<file path="src/verilog/cgsc_pkg.sv">
// constants for the serial configuration receiver of the clock generator
package cgsc_pkg;

  // ==========================================================
  // serial link
  localparam logic [7:0] DEV_ADDR = 8'hD2;
  localparam logic [3:0] BYTE_CMD = 4'h1;
  localparam logic [3:0] BYTE_CNT = 4'h2;
  localparam logic [3:0] BYTE_DATA0 = 4'h3;
  localparam logic [3:0] BYTE_LAST = 4'h9;
  localparam logic [3:0] BYTE_MAX = 4'hF;
  localparam logic [2:0] BIT_LAST = 3'h7;
  localparam int NUM_CFG = 7;

  // ==========================================================
  // configuration byte indices
  localparam logic [2:0] IDX_FREQ = 3'h0;
  localparam logic [2:0] IDX_PROC = 3'h1;
  localparam logic [2:0] IDX_BUS = 3'h2;
  localparam logic [2:0] IDX_MEM_LO = 3'h3;
  localparam logic [2:0] IDX_MEM_HI = 3'h4;
  localparam logic [2:0] IDX_REF = 3'h5;

  // ==========================================================
  // reset values and writable bits, byte 6 down to byte 0
  localparam logic [6:0][7:0] CFG_RST = {8'h00, 8'h13, 8'h0F, 8'hFF, 8'h7F, 8'hCF, 8'h00};
  localparam logic [6:0][7:0] CFG_MASK = {8'h00, 8'h13, 8'h0F, 8'hFF, 8'h7F, 8'hCF, 8'h7B};

  // ==========================================================
  // field positions
  localparam int FREQ_SEL_LSB = 4;
  localparam int FREQ_SRC_BIT = 3;
  localparam int FUNC_LSB = 0;
  localparam int USB_EN_BIT = 7;
  localparam int IO_EN_BIT = 6;
  localparam int BUS_FREE_BIT = 6;
  localparam int APIC_EN_BIT = 4;
  localparam int NUM_PROC = 4;
  localparam int NUM_BUS = 7;
  localparam int NUM_MEM = 12;
  localparam int NUM_OUT = 28;

  // ==========================================================
  // function field codes
  localparam logic [1:0] FUNC_NORMAL = 2'h0;
  localparam logic [1:0] FUNC_TEST = 2'h1;
  localparam logic [1:0] FUNC_SPREAD = 2'h2;
  localparam logic [1:0] FUNC_HIZ = 2'h3;

  // ==========================================================
  // strap capture delay after reset release, in cycles
  localparam logic [1:0] STRAP_WAIT = 2'h3;

  // synchroniser width: scl, sda, crystal, four synth clocks, three straps
  localparam int SYNC_W = 10;

  typedef enum logic [2:0] {
    ST_IDLE,
    ST_ADDR,
    ST_BYTE,
    ST_ACK,
    ST_IGNORE
  } cgsc_state_t;

endpackage

</file>
<file path="src/verilog/cgsc_sync.sv">
// two flip-flop synchroniser for a group of asynchronous inputs
module cgsc_sync #(
  parameter int W = 1
) (
  input wire logic clk_i,
  input wire logic srst_i,
  input wire logic [W-1:0] async_i,
  output logic [W-1:0] sync_o
);

  // ==========================================================
  // one pair of flops per bit; the first stage feeds only the second
  genvar gi;
  generate
    for (gi = 0; gi < W; gi++) begin : g_bit
      logic meta_q;
      logic stab_q;
      always_ff @(posedge clk_i) begin
        if (srst_i) begin
          meta_q <= 1'b0;
          stab_q <= 1'b0;
        end else begin
          meta_q <= async_i[gi];
          stab_q <= meta_q;
        end
      end
      assign sync_o[gi] = stab_q;
    end
  endgenerate

endmodule

</file>
<file path="src/verilog/cgsc_top.sv">
// serial configuration receiver and output gating of the clock generator
//
// How it works
// enable bit one runs, zero holds low
// byte one processor, byte two bus enables
// bytes three and four enable memory clocks
// byte five interrupt and reference enables
// serial field picks frequency pair
// serial field rules only when source bit set
// function field picks normal, spread, three-state
// test mode divides crystal for core clocks
// test mode divides crystal for peripheral clocks
// data line open drain, pull low only
// never read back, acknowledge each byte
// master keeps data steady while clock high
// master frames write with start, stop
// accept bits only after start and address
// each bit acts on arrival, no shadow
// unsent bits keep previous values
// stop or repeated start ends the write
// address byte is fixed, mismatch ignored
// command and count bytes discarded
// bits arrive most significant first
// master writes zero to reserved bits
// acknowledge low during ninth clock pulse
module cgsc_top
  import cgsc_pkg::*;
(
  input wire logic clk_i,
  input wire logic srst_i,
  input wire logic serial_clock_line_i,
  input wire logic serial_data_line_i,
  output logic serial_data_line_o,
  output logic serial_data_line_oe_o,
  input wire logic crystal_input_i,
  input wire logic synth_proc_clk_i,
  input wire logic synth_bus_clk_i,
  input wire logic synth_usb_clk_i,
  input wire logic synth_io_clk_i,
  input wire logic [2:0] strap_freq_select_i,
  output logic [NUM_PROC-1:0] processor_clock_outputs_o,
  output logic [NUM_BUS-1:0] bus_clock_outputs_o,
  output logic [NUM_MEM-1:0] memory_clock_outputs_o,
  output logic interrupt_controller_clock_o,
  output logic [1:0] crystal_copy_out_o,
  output logic usb_peripheral_clock_o,
  output logic io_peripheral_clock_o,
  output logic clock_outputs_oe_o,
  output logic [2:0] freq_select_o,
  output logic spread_enable_o,
  output logic test_mode_o
);

  // ==========================================================
  // input synchronisers
  logic [SYNC_W-1:0] raw_in;
  logic [SYNC_W-1:0] sync_in;
  logic scl_s;
  logic sda_s;
  logic xtal_s;
  logic [2:0] strap_s;
  assign raw_in = {strap_freq_select_i, synth_io_clk_i, synth_usb_clk_i,
                   synth_bus_clk_i, synth_proc_clk_i, crystal_input_i,
                   serial_data_line_i, serial_clock_line_i};
  cgsc_sync #(
    .W(SYNC_W)
  ) u_sync (
    .clk_i(clk_i),
    .srst_i(srst_i),
    .async_i(raw_in),
    .sync_o(sync_in)
  );
  assign scl_s = sync_in[0];
  assign sda_s = sync_in[1];
  assign xtal_s = sync_in[2];
  assign strap_s = sync_in[9:7];

  // ==========================================================
  // line edges, taken from the settled stage only
  logic scl_prev_q;
  logic sda_prev_q;
  logic xtal_prev_q;
  logic scl_rise;
  logic scl_fall;
  logic start_cond;
  logic stop_cond;
  always_ff @(posedge clk_i) begin
    if (srst_i) begin
      scl_prev_q <= 1'b1;
      sda_prev_q <= 1'b1;
      xtal_prev_q <= 1'b0;
    end else begin
      scl_prev_q <= scl_s;
      sda_prev_q <= sda_s;
      xtal_prev_q <= xtal_s;
    end
  end
  assign scl_rise = scl_s & ~scl_prev_q;
  assign scl_fall = ~scl_s & scl_prev_q;
  // data moving while clock stays high frames a transfer
  assign start_cond = scl_s & scl_prev_q & sda_prev_q & ~sda_s;
  assign stop_cond = scl_s & scl_prev_q & ~sda_prev_q & sda_s;

  // ==========================================================
  // serial receiver state
  cgsc_state_t state_q;
  cgsc_state_t state_d;
  logic [2:0] bit_q;
  logic [2:0] bit_d;
  logic [3:0] byte_q;
  logic [3:0] byte_d;
  logic [7:0] shift_q;
  logic [7:0] shift_d;
  logic done_q;
  logic done_d;
  logic ack_oe_q;
  logic ack_oe_d;
  logic [6:0][7:0] cfg_q;
  logic [6:0][7:0] cfg_d;
  logic [2:0] cfg_idx;
  logic [2:0] bit_pos;
  // data byte index and bit position of the bit last shifted in
  assign cfg_idx = 3'(byte_q - BYTE_DATA0);
  assign bit_pos = 3'(BIT_LAST - bit_q + 3'h1);
  // next state of the receiver and the configuration bytes
  always_comb begin
    state_d = state_q;
    bit_d = bit_q;
    byte_d = byte_q;
    shift_d = shift_q;
    done_d = done_q;
    ack_oe_d = ack_oe_q;
    cfg_d = cfg_q;
    if (start_cond) begin
      // a repeated start closes the write and opens a new one
      state_d = ST_ADDR;
      bit_d = 3'h0;
      byte_d = 4'h0;
      done_d = 1'b0;
      ack_oe_d = 1'b0;
    end else if (stop_cond) begin
      state_d = ST_IDLE;
      bit_d = 3'h0;
      done_d = 1'b0;
      ack_oe_d = 1'b0;
    end else begin
      case (state_q)
        ST_IDLE: begin
          ack_oe_d = 1'b0;
        end
        ST_ADDR, ST_BYTE: begin
          if (scl_rise) begin
            shift_d = {shift_q[6:0], sda_s};
            bit_d = 3'(bit_q + 3'h1);
            done_d = (bit_q == BIT_LAST);
          end else if (scl_fall && done_q) begin
            done_d = 1'b0;
            if (state_q == ST_ADDR && shift_q != DEV_ADDR) begin
              state_d = ST_IGNORE;
            end else begin
              // command, count and extra bytes are acknowledged unused
              state_d = ST_ACK;
              ack_oe_d = 1'b1;
              if (byte_q != BYTE_MAX) begin
                byte_d = 4'(byte_q + 4'h1);
              end
            end
          end
          // a bit lands as its pulse closes, so the rise ahead of a stop never writes
          if (scl_fall && state_q == ST_BYTE && byte_q >= BYTE_DATA0 &&
              byte_q <= BYTE_LAST) begin
            cfg_d[cfg_idx][bit_pos] = shift_q[0] & CFG_MASK[cfg_idx][bit_pos];
          end
        end
        ST_ACK: begin
          // the fall that ends the ninth pulse releases the line
          if (scl_fall) begin
            ack_oe_d = 1'b0;
            state_d = ST_BYTE;
            bit_d = 3'h0;
          end
        end
        ST_IGNORE: begin
          ack_oe_d = 1'b0;
        end
        default: begin
          state_d = ST_IDLE;
          ack_oe_d = 1'b0;
        end
      endcase
    end
  end

  // receiver and configuration registers
  always_ff @(posedge clk_i) begin
    if (srst_i) begin
      state_q <= ST_IDLE;
      bit_q <= 3'h0;
      byte_q <= 4'h0;
      shift_q <= 8'h00;
      done_q <= 1'b0;
      ack_oe_q <= 1'b0;
      cfg_q <= CFG_RST;
    end else begin
      state_q <= state_d;
      bit_q <= bit_d;
      byte_q <= byte_d;
      shift_q <= shift_d;
      done_q <= done_d;
      ack_oe_q <= ack_oe_d;
      cfg_q <= cfg_d;
    end
  end

  // ==========================================================
  // strap sampling: loaded on the first three cycles after reset, the last after the synchroniser has settled
  logic [1:0] strap_wait_q;
  logic [1:0] strap_wait_d;
  logic [2:0] strap_q;
  logic [2:0] strap_d;
  always_comb begin
    strap_wait_d = strap_wait_q;
    strap_d = strap_q;
    if (strap_wait_q != STRAP_WAIT) begin
      strap_wait_d = 2'(strap_wait_q + 2'h1);
      strap_d = strap_s;
    end
  end
  always_ff @(posedge clk_i) begin
    if (srst_i) begin
      strap_wait_q <= 2'h0;
      strap_q <= 3'h0;
    end else begin
      strap_wait_q <= strap_wait_d;
      strap_q <= strap_d;
    end
  end

  // ==========================================================
  // crystal dividers for test mode
  logic div2_q;
  logic div2_d;
  logic div4_q;
  logic div4_d;
  // both toggle on crystal rising edges so they stay in phase
  always_comb begin
    div2_d = div2_q;
    div4_d = div4_q;
    if (xtal_s & ~xtal_prev_q) begin
      div2_d = ~div2_q;
      if (div2_q) begin
        div4_d = ~div4_q;
      end
    end
  end
  always_ff @(posedge clk_i) begin
    if (srst_i) begin
      div2_q <= 1'b0;
      div4_q <= 1'b0;
    end else begin
      div2_q <= div2_d;
      div4_q <= div4_d;
    end
  end

  // ==========================================================
  // mode decode
  logic [1:0] func;
  logic [2:0] freq_d;
  logic test_mode;
  assign func = cfg_q[IDX_FREQ][FUNC_LSB+1:FUNC_LSB];
  assign test_mode = (func == FUNC_TEST);
  // strap choice stands unless the source bit hands over to the field
  always_comb begin
    if (cfg_q[IDX_FREQ][FREQ_SRC_BIT]) begin
      freq_d = cfg_q[IDX_FREQ][FREQ_SEL_LSB+2:FREQ_SEL_LSB];
    end else begin
      freq_d = strap_q;
    end
  end

  // ==========================================================
  // per-output sources and enables
  logic [NUM_OUT-1:0] src_all;
  logic [NUM_OUT-1:0] en_all;
  logic [NUM_OUT-1:0] clk_d;
  logic [NUM_OUT-1:0] clk_q;
  logic proc_src;
  logic bus_src;
  logic usb_src;
  logic io_src;
  // test mode bypasses the synthesiser; the line is only as fine as
  // the sampling clock, so this is a functional model of the clocks
  always_comb begin
    if (test_mode) begin
      proc_src = div2_q;
      bus_src = div4_q;
      usb_src = div2_q;
      io_src = div4_q;
    end else begin
      proc_src = sync_in[3];
      bus_src = sync_in[4];
      usb_src = sync_in[5];
      io_src = sync_in[6];
    end
  end

  // vector order: proc, bus, mem, apic, ref, usb, io from bit 0 up
  always_comb begin
    src_all = {io_src, usb_src, {2{xtal_s}}, xtal_s,
               {NUM_MEM{proc_src}}, {NUM_BUS{bus_src}}, {NUM_PROC{proc_src}}};
    en_all = {cfg_q[IDX_PROC][IO_EN_BIT], cfg_q[IDX_PROC][USB_EN_BIT],
              cfg_q[IDX_REF][1:0], cfg_q[IDX_REF][APIC_EN_BIT],
              cfg_q[IDX_MEM_HI][3:0], cfg_q[IDX_MEM_LO],
              cfg_q[IDX_BUS][BUS_FREE_BIT:0],
              cfg_q[IDX_PROC][NUM_PROC-1:0]};
  end

  // a cleared enable holds its output low rather than floating it
  genvar gi;
  generate
    for (gi = 0; gi < NUM_OUT; gi++) begin : g_gate
      assign clk_d[gi] = en_all[gi] & src_all[gi];
    end
  endgenerate

  // ==========================================================
  // output registers
  logic oe_q;
  logic [2:0] freq_q;
  logic spread_q;
  logic test_q;
  logic sda_out_q;

  always_ff @(posedge clk_i) begin
    if (srst_i) begin
      clk_q <= '0;
      oe_q <= 1'b1;
      freq_q <= 3'h0;
      spread_q <= 1'b0;
      test_q <= 1'b0;
      sda_out_q <= 1'b0;
    end else begin
      clk_q <= clk_d;
      oe_q <= (func != FUNC_HIZ);
      freq_q <= freq_d;
      spread_q <= (func == FUNC_SPREAD);
      test_q <= test_mode;
      sda_out_q <= 1'b0;
    end
  end

  assign processor_clock_outputs_o = clk_q[3:0];
  assign bus_clock_outputs_o = clk_q[10:4];
  assign memory_clock_outputs_o = clk_q[22:11];
  assign interrupt_controller_clock_o = clk_q[23];
  assign crystal_copy_out_o = clk_q[25:24];
  assign usb_peripheral_clock_o = clk_q[26];
  assign io_peripheral_clock_o = clk_q[27];
  assign clock_outputs_oe_o = oe_q;
  assign freq_select_o = freq_q;
  assign spread_enable_o = spread_q;
  assign test_mode_o = test_q;
  // the line is only ever pulled low or let go
  assign serial_data_line_o = sda_out_q;
  assign serial_data_line_oe_o = ack_oe_q;

endmodule
</file>
<file path="config.mk">
export PLATFORM = sky130hd
export DESIGN_NAME = cgsc_top
export DESIGN_NICKNAME = d
export VERILOG_FILES = /design/src/verilog/cgsc_pkg.sv /design/src/verilog/cgsc_sync.sv /design/src/verilog/cgsc_top.sv
export SDC_FILE = /design/constraint.sdc
export NUM_CORES = 1
export LEC_CHECK = 0
export ABC_AREA = 1
export BUFFER_PORTS_ARGS = -buffer_cell sky130_fd_sc_hd__clkbuf_2
export CAP_MARGIN = 15
export CORE_AREA = 4 4 144 146
export CTS_BUF_LIST = sky130_fd_sc_hd__clkbuf_4 sky130_fd_sc_hd__clkbuf_8
export DETAILED_ROUTE_END_ITERATION = 16
export DIE_AREA = 0 0 148 150
export GPL_TIMING_DRIVEN = 0
export PLACE_DENSITY_LB_ADDON = 0.1
export SYNTH_ARGS = -nofsm -noshare
export SYNTH_HDL_FRONTEND = slang
export SYNTH_HIERARCHICAL = 1
export SYNTH_SLANG_ARGS = --single-unit
</file>
<file path="constraint.sdc">
create_clock -name clk_i -period 2.55 [get_ports clk_i]
set_input_delay 0.51 -clock clk_i [delete_from_list [all_inputs] [get_ports clk_i]]
set_output_delay 0.51 -clock clk_i [all_outputs]
set_load 0.05 [all_outputs]
</file>
* Word-level counts from Yosys, hierarchy flattened *
Memories as Yosys holds them, arrays and structs flattened.
Cells that the tools add are included.
W data, S select, Z words.

word-level totals
  output and inout port bits = 36
  register bits after elaboration = 140
  bits in read-only memories = 64
  input port bits = 12
  memories = 1

memories
  memory            depth  bits a word  rd ports  clocked after memory_dff  wr ports  RTL line         source
  (name not given)  8      8            1         0                         0         cgsc_top.sv:172  cfg_d[cfg_idx][bit_pos] = shift_q[0] & CFG_MASK[cfg_idx][bit_pos];

cells by class
  bitwise operators = 49
  magnitude comparators = 6
  $add $sub $neg = 6
  multiplexer cells = 30
  eq/ne operators = 20
  reduce and logical (&&, ||, !) cells = 23

operators with widths
  kind                   count
  $bwmux W56             1
  $and A1 B1 Y1          37
  $demux W8 S3           1
  $mux W3                7
  $reduce_and A4 Y1      5
  $mux W8                2
  $ne A4 B4 Y1 const B   4
  $mux W1                14
  $ne A2 B2 Y1 const B   7
  $not A1 Y1             12
  $pmux W3 S3            1
  $lt A3 B4 Y1 const B   2
  $ne A8 B8 Y1 const B   1
  $logic_and A1 B1 Y1    7
  $add A3 B1 Y3 const B  2
  $eq A3 B2 Y1 const B   2
  $eq A3 B3 Y1 const B   2
  $ge A3 B1 Y1 const B   2
  $pmux W3 S2            1
  $reduce_and A6 Y1      1
  $reduce_or A2 Y1       3
  $add A4 B1 Y4 const B  1
  $ge A4 B2 Y1 const B   1
  $le A4 B4 Y1 const B   1
  other kinds (15)       17

* Longest topological paths before layout *
Gate-level depths: netlist (run 1).

  depth after elaboration = 9
  mapped depth = 14
  depth with buffers taken out = 13

* By module *
Netlist (run 1), hierarchy kept.

by module, submodules not included
  module     cells each  sequential area each (sq um)  instances  area an instance (sq um)
  cgsc_top   585         1961.9                        1          4131.5
  cgsc_sync  72          400.4                         1          648.1

* Worst setup path after synthesis (run 1) *
OpenSTA, ideal clock, no wires.

  kind = reg-to-reg
  start = reg byte_q[0]
  end = reg cfg_q[31] (netlist name)
  setup slack = 0.721 ns
  period minus slack after synthesis = 1.829 ns
  setup time = 0.058 ns
  arrival time = 1.771 ns
  cell stages (with the launch flop) = 13
  cells stage by stage = dfxtp_1 -> inv_1 -> ha_1 -> inv_1 -> nor2_1 -> nand2_1 -> nand2_1 -> nor2_4 -> nand2_4 -> inv_6 -> buf_6 -> nand2_1 -> nand2_1

between the ends
  cells in the longest elaborated chain, start to end = 7
  elaborated cells between the ends (all ways) = 17
  those cells by class = 1 x add/sub; 4 x order compare; 6 x mux; 1 x bitwise; 4 x reduce/logical; 1 x memory

ends and longest elaborated chain
  what                           RTL line         source
  from (decl)                    cgsc_top.sv:110  logic [3:0] byte_q;
  from (signal assigned)         cgsc_top.sv:207  byte_q <= byte_d;
  $sub A3 B2 Y3 (*)              cgsc_top.sv:123  assign cfg_idx = 3'(byte_q - BYTE_DATA0);
  named net cfg_idx[0]           cgsc_top.sv:120  logic [2:0] cfg_idx;
  $mem_v2 Z8 W8                  n/a
  $mux W8 (implied by the code)  cgsc_top.sv:172
  $bmux W1 S3                    cgsc_top.sv:172
  $mux W1 (implied by the code)  cgsc_top.sv:172
  $and A1 B1 Y1                  cgsc_top.sv:172
  $bwmux W56 (*)                 cgsc_top.sv:172
  to (signal assigned)           cgsc_top.sv:211  cfg_q <= cfg_d;
  to (decl)                      cgsc_top.sv:118  logic [6:0][7:0] cfg_q;

Mark *: on every way through the listed nets, which the timed path passes. The rest lies on a longest branch. The select of a mux whose other input is x is not followed.
A chain may end at the register's enable or synchronous reset.

* Worst setup path after layout (run 1) *
  start = reg byte_q[0]
  end = reg cfg_q[15] (netlist name)

The elaborated chain is that of the path after synthesis.

==> flow_summary.ini, run 1 <==
[placement]
portBuffers = 45
place_congestion = 0.770
dpl-instance-area_mm2 = 0.00534
dp_hpwl_um = 8440

[cells_and_area]
nets = 742
area_delta_synth_final_pct = 18.5
layout-drive-gt1-share = 0.141
final_area_mm2 = 0.00566
diodes = 0

[timing]
setup_viol = 0
finalCriticalPeriod_ns = 2.32
hold_viol_final = 0
rsz0062_at_grt = false
fin_crit_sh = 0.911
tightest_slew_ns = 0.903
tns_ns = 0
finalMaxSlewViolations = 0
slew_headroom = 0.397
fmax_mhz = 431
fin_skew_ns = 0.00963

[yosys]
yosysTopAreaCell = dfxtp_1
synth_commonest_cells = nor2_1 (127), nand2_1 (125), dfxtp_1 (118)
synthDistinctLibCells = 25
synth_nets = 678
synth_area_mm2 = 0.00478
netlist_instances = 657
yosys-top-cells-area = dfxtp_1 (49%), nor2_1 (10%), nand2_1 (9.8%), inv_1 (7.4%), nor3_1 (6.3%)
ys_ff_latch = 118
ys_seq_area_frac = 0.494
synth_ff_type = dfxtp_1
synthArstFlopShare = 0
synthMostInstantiatedCell = nor2_1
avgSynthCellArea_um2 = 7.27
yosys_warnings = 6
synth_edf_count = 0
synth_top_area_share = 0.494

[power]
p_per_area_mw_per_mm2 = 629
swShare = 0.241
ir_drop_mv = 0.298
comb_power_share = 0.059
pwr-share-seq = 0.536
p_sw_mw = 0.860
finalPower_mw = 3.56
power.leakage_nw = 2.65
pwr-share-clk = 0.405
p_int_mw = 2.70

[setup_path]
critical_path_arrival_ns = 2.64
timing.rr.end = cfg_q[15]
crit_path_start_kind = flop
startpoint = byte_q[0]
reg2reg_from = byte_q[0]
r2r_slack_ns = 0.23
cp_cell_sequence = inv_1 -> ha_1 -> inv_1 -> nand3_1 -> nor3_1 -> nor2_1 -> nor2_1 -> nand2_1
path_class = reg -> reg
end_kind = flop
required_ns = 2.87
r2r_cells = 8
cpPeakStageDelay_ns = 0.55
cp_slowest_cell = dfxtp_1
worstPathMaxFanout = 10

[clocking]
cts_setup_buffers = 0
clockBufferDepth = 2
root_buffer = clkbuf_8
htreeDepth = 4
cts_tree = yes
postCtsHoldBufs = 0
worstSkewPairLatency_ns = 0.43
path_clk_slew_ns = 0.06
cts.sinks = 118
post_cts_resized = 0
cts_made_buffers = 17

[drt]
dr.pass1.iters = 4
wl_per_cell_um = 11.6
drtAntennaViolNets = 0
drtIter0Drc = 127
drc_errors = 0
vias = 3964
totalWireLength_um = 11500
viasPerCell = 3.98

[worst_hold_path]
hold_end = u_sync/g_bit[1].meta_q
hold_class = in -> reg
min_delay_path_depth = 3
holdCritStartpoint = serial_data_line_i

[global_route]
grt_usage = 0.107
antenna_found_initial = 0
grt_max_degree = 17
grt_pass1_vias = 3694
overflow = 0
grt_pass1_wl_um = 18600

[die]
ios = 48
start_util = 0.246
die_area_mm2 = 0.0222
die_h_um = 150
core-area_mm2 = 0.0194
rows = 51
fp.dieW_um = 148

[run]
maxCapViolations = 0

[outcome]
outcome = finished, final reports clean
## final cells by class
type | instances | area [µm²]
tap | 265 | 332
sequential | 118 | 2360
inverter | 99 | 377
clock buffer | 23 | 298
buffer | 29 | 188
multi-input combinational | 411 | 1850
fill | 2218 | 13700
timing repair buffer | 45 | 225
clock inverter | 5 | 27.5
## power by group through the flow
stage               logic (mW)  registers (mW)  clock network (mW)
CTS                      0.215            1.91                1.52
global placement         0.211            1.95                   0
finish                   0.210            1.91                1.44
global route             0.237            1.91                1.59
floorplan                0.102            2.00                   0
detailed placement       0.215            1.95                   0
## routing by layer
metal	global-route usage	up-vias	wire length, µm
met5	0	-	0
met4	0.0406	0	146
met3	0.0342	10	481
met2	0.172	54	5360
met1	0.135	1766	5510
li1	-	2134	-
## worst max-delay path, delay by kind of cell, from the launching register on
family / cells / cell delay (ns)
buffers and inverters: 2 / 0.41
and+or+nand+nor: 5 / 0.84
adders and majority gates: 1 / 0.42
DFF: 1 / 0.55
## metrics by stage
stage / utilization / cells / setup WS [ns] / hold slack (ns)
after CTS: 0.292 / 995 / 0.223 / 0.225
after floorplan: - / 657 / 0.721 / 0.383
after global routing: 0.292 / 995 / 0.000830 / 0.249
final: 0.292 / 995 / 0.227 / 0.264
after detailed placement: 0.275 / 967 / 0.254 / 0.394
after global placement: 0.275 / 967 / 0.235 / 0.390
## registers in the layout, indices dropped and copies added, names as in the netlist, 2 cells and up
| signal | count |
|---|---|
| u_sync/g_bit.meta_q | 10 |
| clk_q | 28 |
| strap_q | 3 |
| state_q | 3 |
| cfg_q | 34 |
| byte_q | 4 |
| u_sync/g_bit.stab_q | 10 |
| strap_wait_q | 2 |
| freq_select_o | 3 |
| bit_q | 3 |
| shift_q | 8 |
## cell families (layout without fill, tap and decap cells)
logic type / after synthesis / count (layout) / synth area share
simple gates: 344 / 344 / 0.299
buf+inv: 128 / 201 / 0.118
flops: 118 / 118 / 0.494
compound gates: 54 / 54 / 0.0586
fa+ha+maj: 9 / 9 / 0.0236
xor+xnor: 3 / 3 / 0.00550
other cells: 1 / 1 / 0.000785
## cells in the final DEF, fill, tap and decap left out
| cell | synthesis | routed |
|---|---|---|
| a21boi_0 | 1 | 1 |
| a21oi_1 | 25 | 25 |
| buf_2 | 3 | 3 |
| buf_4 | 12 | 12 |
| buf_6 | 4 | 4 |
| clkbuf_1 | 10 | 10 |
| clkbuf_2 | 0 | 45 |
| clkbuf_4 | 0 | 3 |
| clkbuf_8 | 0 | 20 |
| clkinv_1 | 1 | 1 |
| clkinv_2 | 0 | 4 |
| clkinvlp_4 | 0 | 1 |
| conb_1 | 1 | 1 |
| dfxtp_1 | 118 | 118 |
| ha_1 | 9 | 9 |
| inv_1 | 94 | 94 |
| inv_2 | 3 | 3 |
| inv_6 | 1 | 1 |
| nand2_1 | 125 | 125 |
| nand2_2 | 3 | 3 |
| nand2_4 | 1 | 1 |
| nand3_1 | 21 | 21 |
| nand4_1 | 4 | 4 |
| nor2_1 | 127 | 127 |
| nor2_2 | 2 | 2 |
| nor2_4 | 1 | 1 |
| nor3_1 | 60 | 60 |
| o21ai_0 | 25 | 25 |
| o21bai_1 | 3 | 3 |
| xor2_1 | 3 | 3 |
## worst max-delay path by stage
stage           endpoint  slack [ns]  depth (start not counted)
2_1_floorplan  cfg_q[31]        0.72                         12
3_3_place_gp   cfg_q[15]        0.23                          8
3_5_place_dp   cfg_q[15]        0.25                          8
4_1_cts        cfg_q[15]        0.22                          8
5_1_grt        cfg_q[15]      0.0008                          8
6_report       cfg_q[15]        0.23                          8
No activity file was read; power rests on OpenSTA's default activity.
==> run 2, diff against run 1 <==
Clock period 2.55 ns to 2.1 ns, I/O delays scaled along.
==> flow_summary.ini, run 2 (same netlist as run 1, synthesis figures left out) <==
[cells_and_area]
nets = 742
n_fill_cell = 2204
largest_reg_flops = 34
top_register = cfg_q
fin_cells = 995
top_regs = cfg_q x34, clk_q x28
final_common_cell = nor2_1
area_delta_synth_final_pct = 21.1
diodes = 0
layout-drive-gt1-share = 0.185
final_cell_mix = nor2_1 (123), nand2_1 (121), dfxtp_1 (116), inv_1 (92)

[placement]
placed_cells = 967
dp_hpwl_um = 8440
portBuffers = 45
place_congestion = 0.770

[setup_path]
end_kind = flop
crit_path_start_kind = flop
cp_num_cells = 12
endpoint = cfg_q[19]
worstPathMaxFanout = 10
cpPeakStageDelay_ns = 0.41
worst_path_most_repeated_cell = nand2_1
required_ns = 2.43
critical_path_arrival_ns = 2.29
startpoint = bit_q[0]
reg2reg_from = bit_q[0]
path_class = reg -> reg
r2r_cells = 12
r2r_slack_ns = 0.13
cp.buffers_inverters = 5
crit_family = simple AND/OR/NAND/NOR gates
timing.rr.end = cfg_q[19]
cp_cell_sequence = inv_4 -> ha_1 -> inv_1 -> nor2_2 -> nand2_1 -> nand2_1 -> inv_1 -> nand2_4 -> inv_6 -> buf_6 -> nand2_1 -> nand2_1
cp_slowest_cell = dfxtp_4

[timing]
slew_headroom = 0.411
setup_viol = 0
fmax_mhz = 508
tns_ns = 0
finalCriticalPeriod_ns = 1.97
fin_skew_ns = 0.00979
fin_crit_sh = 0.937
finalMaxSlewViolations = 0
hold_viol_final = 0
tightest_slew_ns = 0.882

[drt]
wl_per_cell_um = 11.6
vias = 4001
drtAntennaViolNets = 0
viasPerCell = 4.02
dr.pass1.iters = 4
drtIter0Drc = 129
totalWireLength_um = 11500
drc_errors = 0

[clocking]
clockBufferDepth = 2
path_clk_slew_ns = 0.07
cts.sinks = 118
cts_tree = yes
worstSkewPairLatency_ns = 0.43
cts_made_buffers = 17
root_buffer = clkbuf_8
cts_setup_buffers = 0
htreeDepth = 4

[outcome]
outcome = finished, final reports clean

[global_route]
grt_pass1_wl_um = 18600
grt_usage = 0.107
grt_max_degree = 17
overflow = 0
grt_pass1_vias = 3697
antenna_found_initial = 0

[power]
power.leakage_nw = 2.66
p_per_area_mw_per_mm2 = 748
ir_drop_mv = 0.356

[die]
fp.dieW_um = 148
die_area_mm2 = 0.0222
start_util = 0.246
core-area_mm2 = 0.0194
ios = 48
rows = 51
die_h_um = 150

[worst_hold_path]
hold_class = in -> reg
min_delay_path_depth = 3

[run]
maxCapViolations = 0
-- run 2: cell counts in the layout (fill, tap and decap cells not counted) --
Identical to the previous run, type by type.
-- run 2: worst register-to-register path, stage by stage, from the launching register on --
cell and delay, ns:
dfxtp_4 0.41, inv_4 0.08, ha_1 0.37, inv_1 0.11
nor2_2 0.21, nand2_1 0.08, nand2_1 0.08, inv_1 0.08
nand2_4 0.13, inv_6 0.07, buf_6 0.14, nand2_1 0.07
nand2_1 0.05
-- run 2: routing by layer --
metal	vias to the layer above	wire length, µm	track usage
met3	14	481	0.0342
met2	57	5320	0.172
met5	-	0	0
met4	0	202	0.0406
met1	1797	5530	0.135
li1	2133	-	-
-- run 2: cell type report --
type	count	area, µm²	share of cell area
plain buffers	29	188	0.0324
clock buffers	23	298	0.0514
clock inverters	5	27.5	0.00476
inverters	99	379	0.0655
multi-input cells	411	1970	0.340
flip-flops and latches	118	2370	0.409
well taps	265	332	0.0573
repair buffers	45	225	0.0389
-- run 2: how the worst min path moves through the flow --
stage | endpoint | startpoint
final | u_sync/g_bit[1].meta_q | serial_data_line_i
after global routing | u_sync/g_bit[2].meta_q | crystal_input_i
after CTS | u_sync/g_bit[1].meta_q | serial_data_line_i
after detailed placement | u_sync/g_bit[3].stab_q | u_sync/g_bit[3].meta_q
after global placement | u_sync/g_bit[8].stab_q | u_sync/g_bit[8].meta_q
after floorplan | clock_outputs_oe_o | cfg_q[1]
-- run 2: through the flow --
stage | instance area [µm²] | total power, mW | hold slack, ns | util | setup WS, ns
floorplan | 4780 | 2.55 | 0.383 | - | 0.271
global placement | 5340 | 2.62 | 0.390 | 0.275 | -0.215
detailed placement | 5340 | 2.63 | 0.394 | 0.275 | -0.196
CTS | 5690 | 4.43 | 0.135 | 0.293 | 0.0202
global route | 5790 | 4.54 | 0.159 | 0.298 | -0.00375
finish | 5790 | 4.33 | 0.172 | 0.298 | 0.133
-- run 2: timing repair --
action | CTS | global route
pin swaps | 0 | 1
setup endpoints to repair | 28 | 39
endpoints found under the hold margin | 0 | 0
gates resized for setup | 8 | 27
hold buffers | 0 | 0
cloned | 0 | 0
-- run 2: where the power goes --
part	leakage, nW	switching, mW	total [mW]	internal (mW)
clock network	0.173	0.845	1.76	0.913
logic	1.52	0.182	0.255	0.0733
registers	0.962	0.0203	2.32	2.30
==> run 3, diff against run 2 <==
Settings changed: ABC_AREA 1 to unset, CORE_AREA 4 4 144 146 to 4 4 145 147, DIE_AREA 0 0 148 150 to 0 0 149 151.
==> flow_summary.ini, run 3 <==
[yosys]
synthArstFlopShare = 0
synth_ff_type = dfxtp_1
synthMostInstantiatedCell = dfxtp_1
avgSynthCellArea_um2 = 9.84
yosysTopAreaCell = dfxtp_1
synth_top_area_share = 0.488
synth_nets = 513
synth_area_mm2 = 0.00484
ys_seq_area_frac = 0.488
synth_commonest_cells = dfxtp_1 (118), nor2_1 (48), mux2i_1 (28)
yosys_warnings = 6
netlist_instances = 492
yosys-top-cells-area = dfxtp_1 (49%), mux2i_1 (5.8%), nor2_1 (3.7%), and2_1 (3.4%), nor2b_2 (2.9%)
synth_edf_count = 0
synthDistinctLibCells = 62
ys_ff_latch = 118

[setup_path]
end_kind = flop
cpPeakStageDelay_ns = 0.45
cp_slowest_cell = or3b_4
worstPathMaxFanout = 10
cp_cell_sequence = buf_6 -> or3b_4 -> or4_4 -> buf_6 -> o41ai_4 -> a21oi_1
r2r_cells = 6
crit_path_start_kind = flop
critical_path_arrival_ns = 2.32
worst_path_most_repeated_cell = buf_6
path_class = reg -> reg
required_ns = 2.37

[clocking]
path_clk_slew_ns = 0.07
worstSkewPairLatency_ns = 0.43
postCtsHoldBufs = 0
cts_tree = yes
cts_made_buffers = 17
clockBufferDepth = 2
htreeDepth = 4
root_buffer = clkbuf_8
cts.sinks = 118

[cells_and_area]
area_delta_synth_final_pct = 27.0
nets = 580
layout-drive-gt1-share = 0.301
final_cell_mix = dfxtp_1 (115), clkbuf_2 (46), nor2_1 (45), mux2i_1 (28), and2_1 (26)
final_util = 0.309
top_register = cfg_q
top_regs = cfg_q x34, clk_q x28
final_common_cell = dfxtp_1
largest_reg_flops = 34
diodes = 0
final_area_mm2 = 0.00615
fin_cells = 841

[timing]
fin_skew_ns = 0.0133
fmax_mhz = 488
tightest_slew_ns = 0.739
setup_viol = 0
hold_viol_final = 0
rsz0062_at_grt = true
finalCriticalPeriod_ns = 2.05
slew_headroom = 0.507
finalMaxSlewViolations = 0
fin_crit_sh = 0.976

[drt]
drc_errors = 0
vias = 3711
viasPerCell = 4.41
drtAntennaViolNets = 0
dr.pass1.iters = 4
wl_per_cell_um = 15.3
drtIter0Drc = 207
totalWireLength_um = 12900

[power]
pwr-share-seq = 0.484
swShare = 0.229
p_per_area_mw_per_mm2 = 773
power.leakage_nw = 2.30
pwr-share-clk = 0.459
ir_drop_mv = 0.327
comb_power_share = 0.057
p_int_mw = 3.67
p_sw_mw = 1.09

[global_route]
grt_pass1_vias = 3770
grt_usage = 0.121
grt_pass1_wl_um = 20800
antenna_found_initial = 0
overflow = 0
grt_max_degree = 17

[die]
rows = 52
start_util = 0.243
die_h_um = 151
die_area_mm2 = 0.0225
core-area_mm2 = 0.0199
ios = 48
fp.dieW_um = 149

[placement]
portBuffers = 45
placed_cells = 807
place_congestion = 0.814
dp_hpwl_um = 9200
dpl-instance-area_mm2 = 0.00541

[run]
maxCapViolations = 0

[outcome]
outcome = finished, final reports clean

[worst_hold_path]
hold_class = in -> reg
min_delay_path_depth = 2
[run 3: power by group through the flow]
stage	clock, mW	combinational [mW]	sequential, mW
after floorplan	0	0.138	2.41
after global placement	0	0.257	2.35
after detailed placement	0	0.260	2.35
after CTS	2.27	0.265	2.30
after global routing	2.38	0.295	2.31
final	2.18	0.271	2.30
[run 3: cell families (layout without fill, tap and decap cells)]
| logic type | count (synthesis) | count (layout) | share of synthesized area |
|---|---|---|---|
| flip-flops | 118 | 118 | 0.488 |
| AO/OA/AOI/OAI | 76 | 76 | 0.116 |
| adder cells (fa/ha/maj) | 9 | 9 | 0.0233 |
| XOR/XNOR | 8 | 8 | 0.0145 |
| multiplexers | 31 | 31 | 0.0649 |
| AND/OR/NAND/NOR | 197 | 197 | 0.237 |
| buffers and inverters | 52 | 131 | 0.0556 |
| other | 1 | 1 | 0.000775 |
[run 3: layout make-up]
class	instances	area (µm²)
sequential	118	2370
timing repair buffer	53	310
multi-input combinational	322	2450
buffer	37	225
clock inverter	8	124
tap	270	338
inverter	10	40.0
clock buffer	23	292
fill	2117	13800
[run 3: final timing paths]
check                           slack, ns              startpoint                      to
worst max-delay path                 0.05              state_q[0]                cfg_q[5]
worst min-delay path                 0.19         synth_bus_clk_i  u_sync/g_bit[4].meta_q
worst max register to register       0.05              state_q[0]                cfg_q[5]
worst min register to register       0.44  u_sync/g_bit[9].meta_q  u_sync/g_bit[9].stab_q
[run 3: metrics by stage]
stage | TNS [ns] | power (mW) | hold slack, ns | worst slack (ns)
floorplan | 0 | 2.54 | 0.389 | 0.0178
global placement | -9.04 | 2.61 | 0.421 | -0.410
detailed placement | -9.45 | 2.61 | 0.426 | -0.434
CTS | 0 | 4.84 | 0.160 | 0.00482
global route | -0.148 | 4.98 | 0.171 | -0.0418
finish | 0 | 4.75 | 0.195 | 0.0513
[run 3: per-layer routing]
layer / share of wire / vias up / GRT usage
li1: - / 1870 / -
met1: 0.48 / 1768 / 0.162
met2: 0.47 / 65 / 0.190
met3: 0.038 / 8 / 0.0317
met4: 0.011 / 0 / 0.0394
met5: 0 / - / 0
[run 3: what timing repair did]
| item | CTS | global route |
|---|---|---|
| buffers inserted | 1 | 7 |
| setup endpoints to repair | 44 | 27 |
| pin swaps | 0 | 2 |
| gates cloned | 0 | 0 |
| resized for setup | 29 | 26 |
[run 3: critical path, delay by kind of cell (launching register included)]
kind,cells,cell delay [ns]
buffers and inverters,2,0.30
AO/OA/AOI/OAI,2,0.40
AND/OR/NAND/NOR,2,0.88
flip-flops,1,0.31
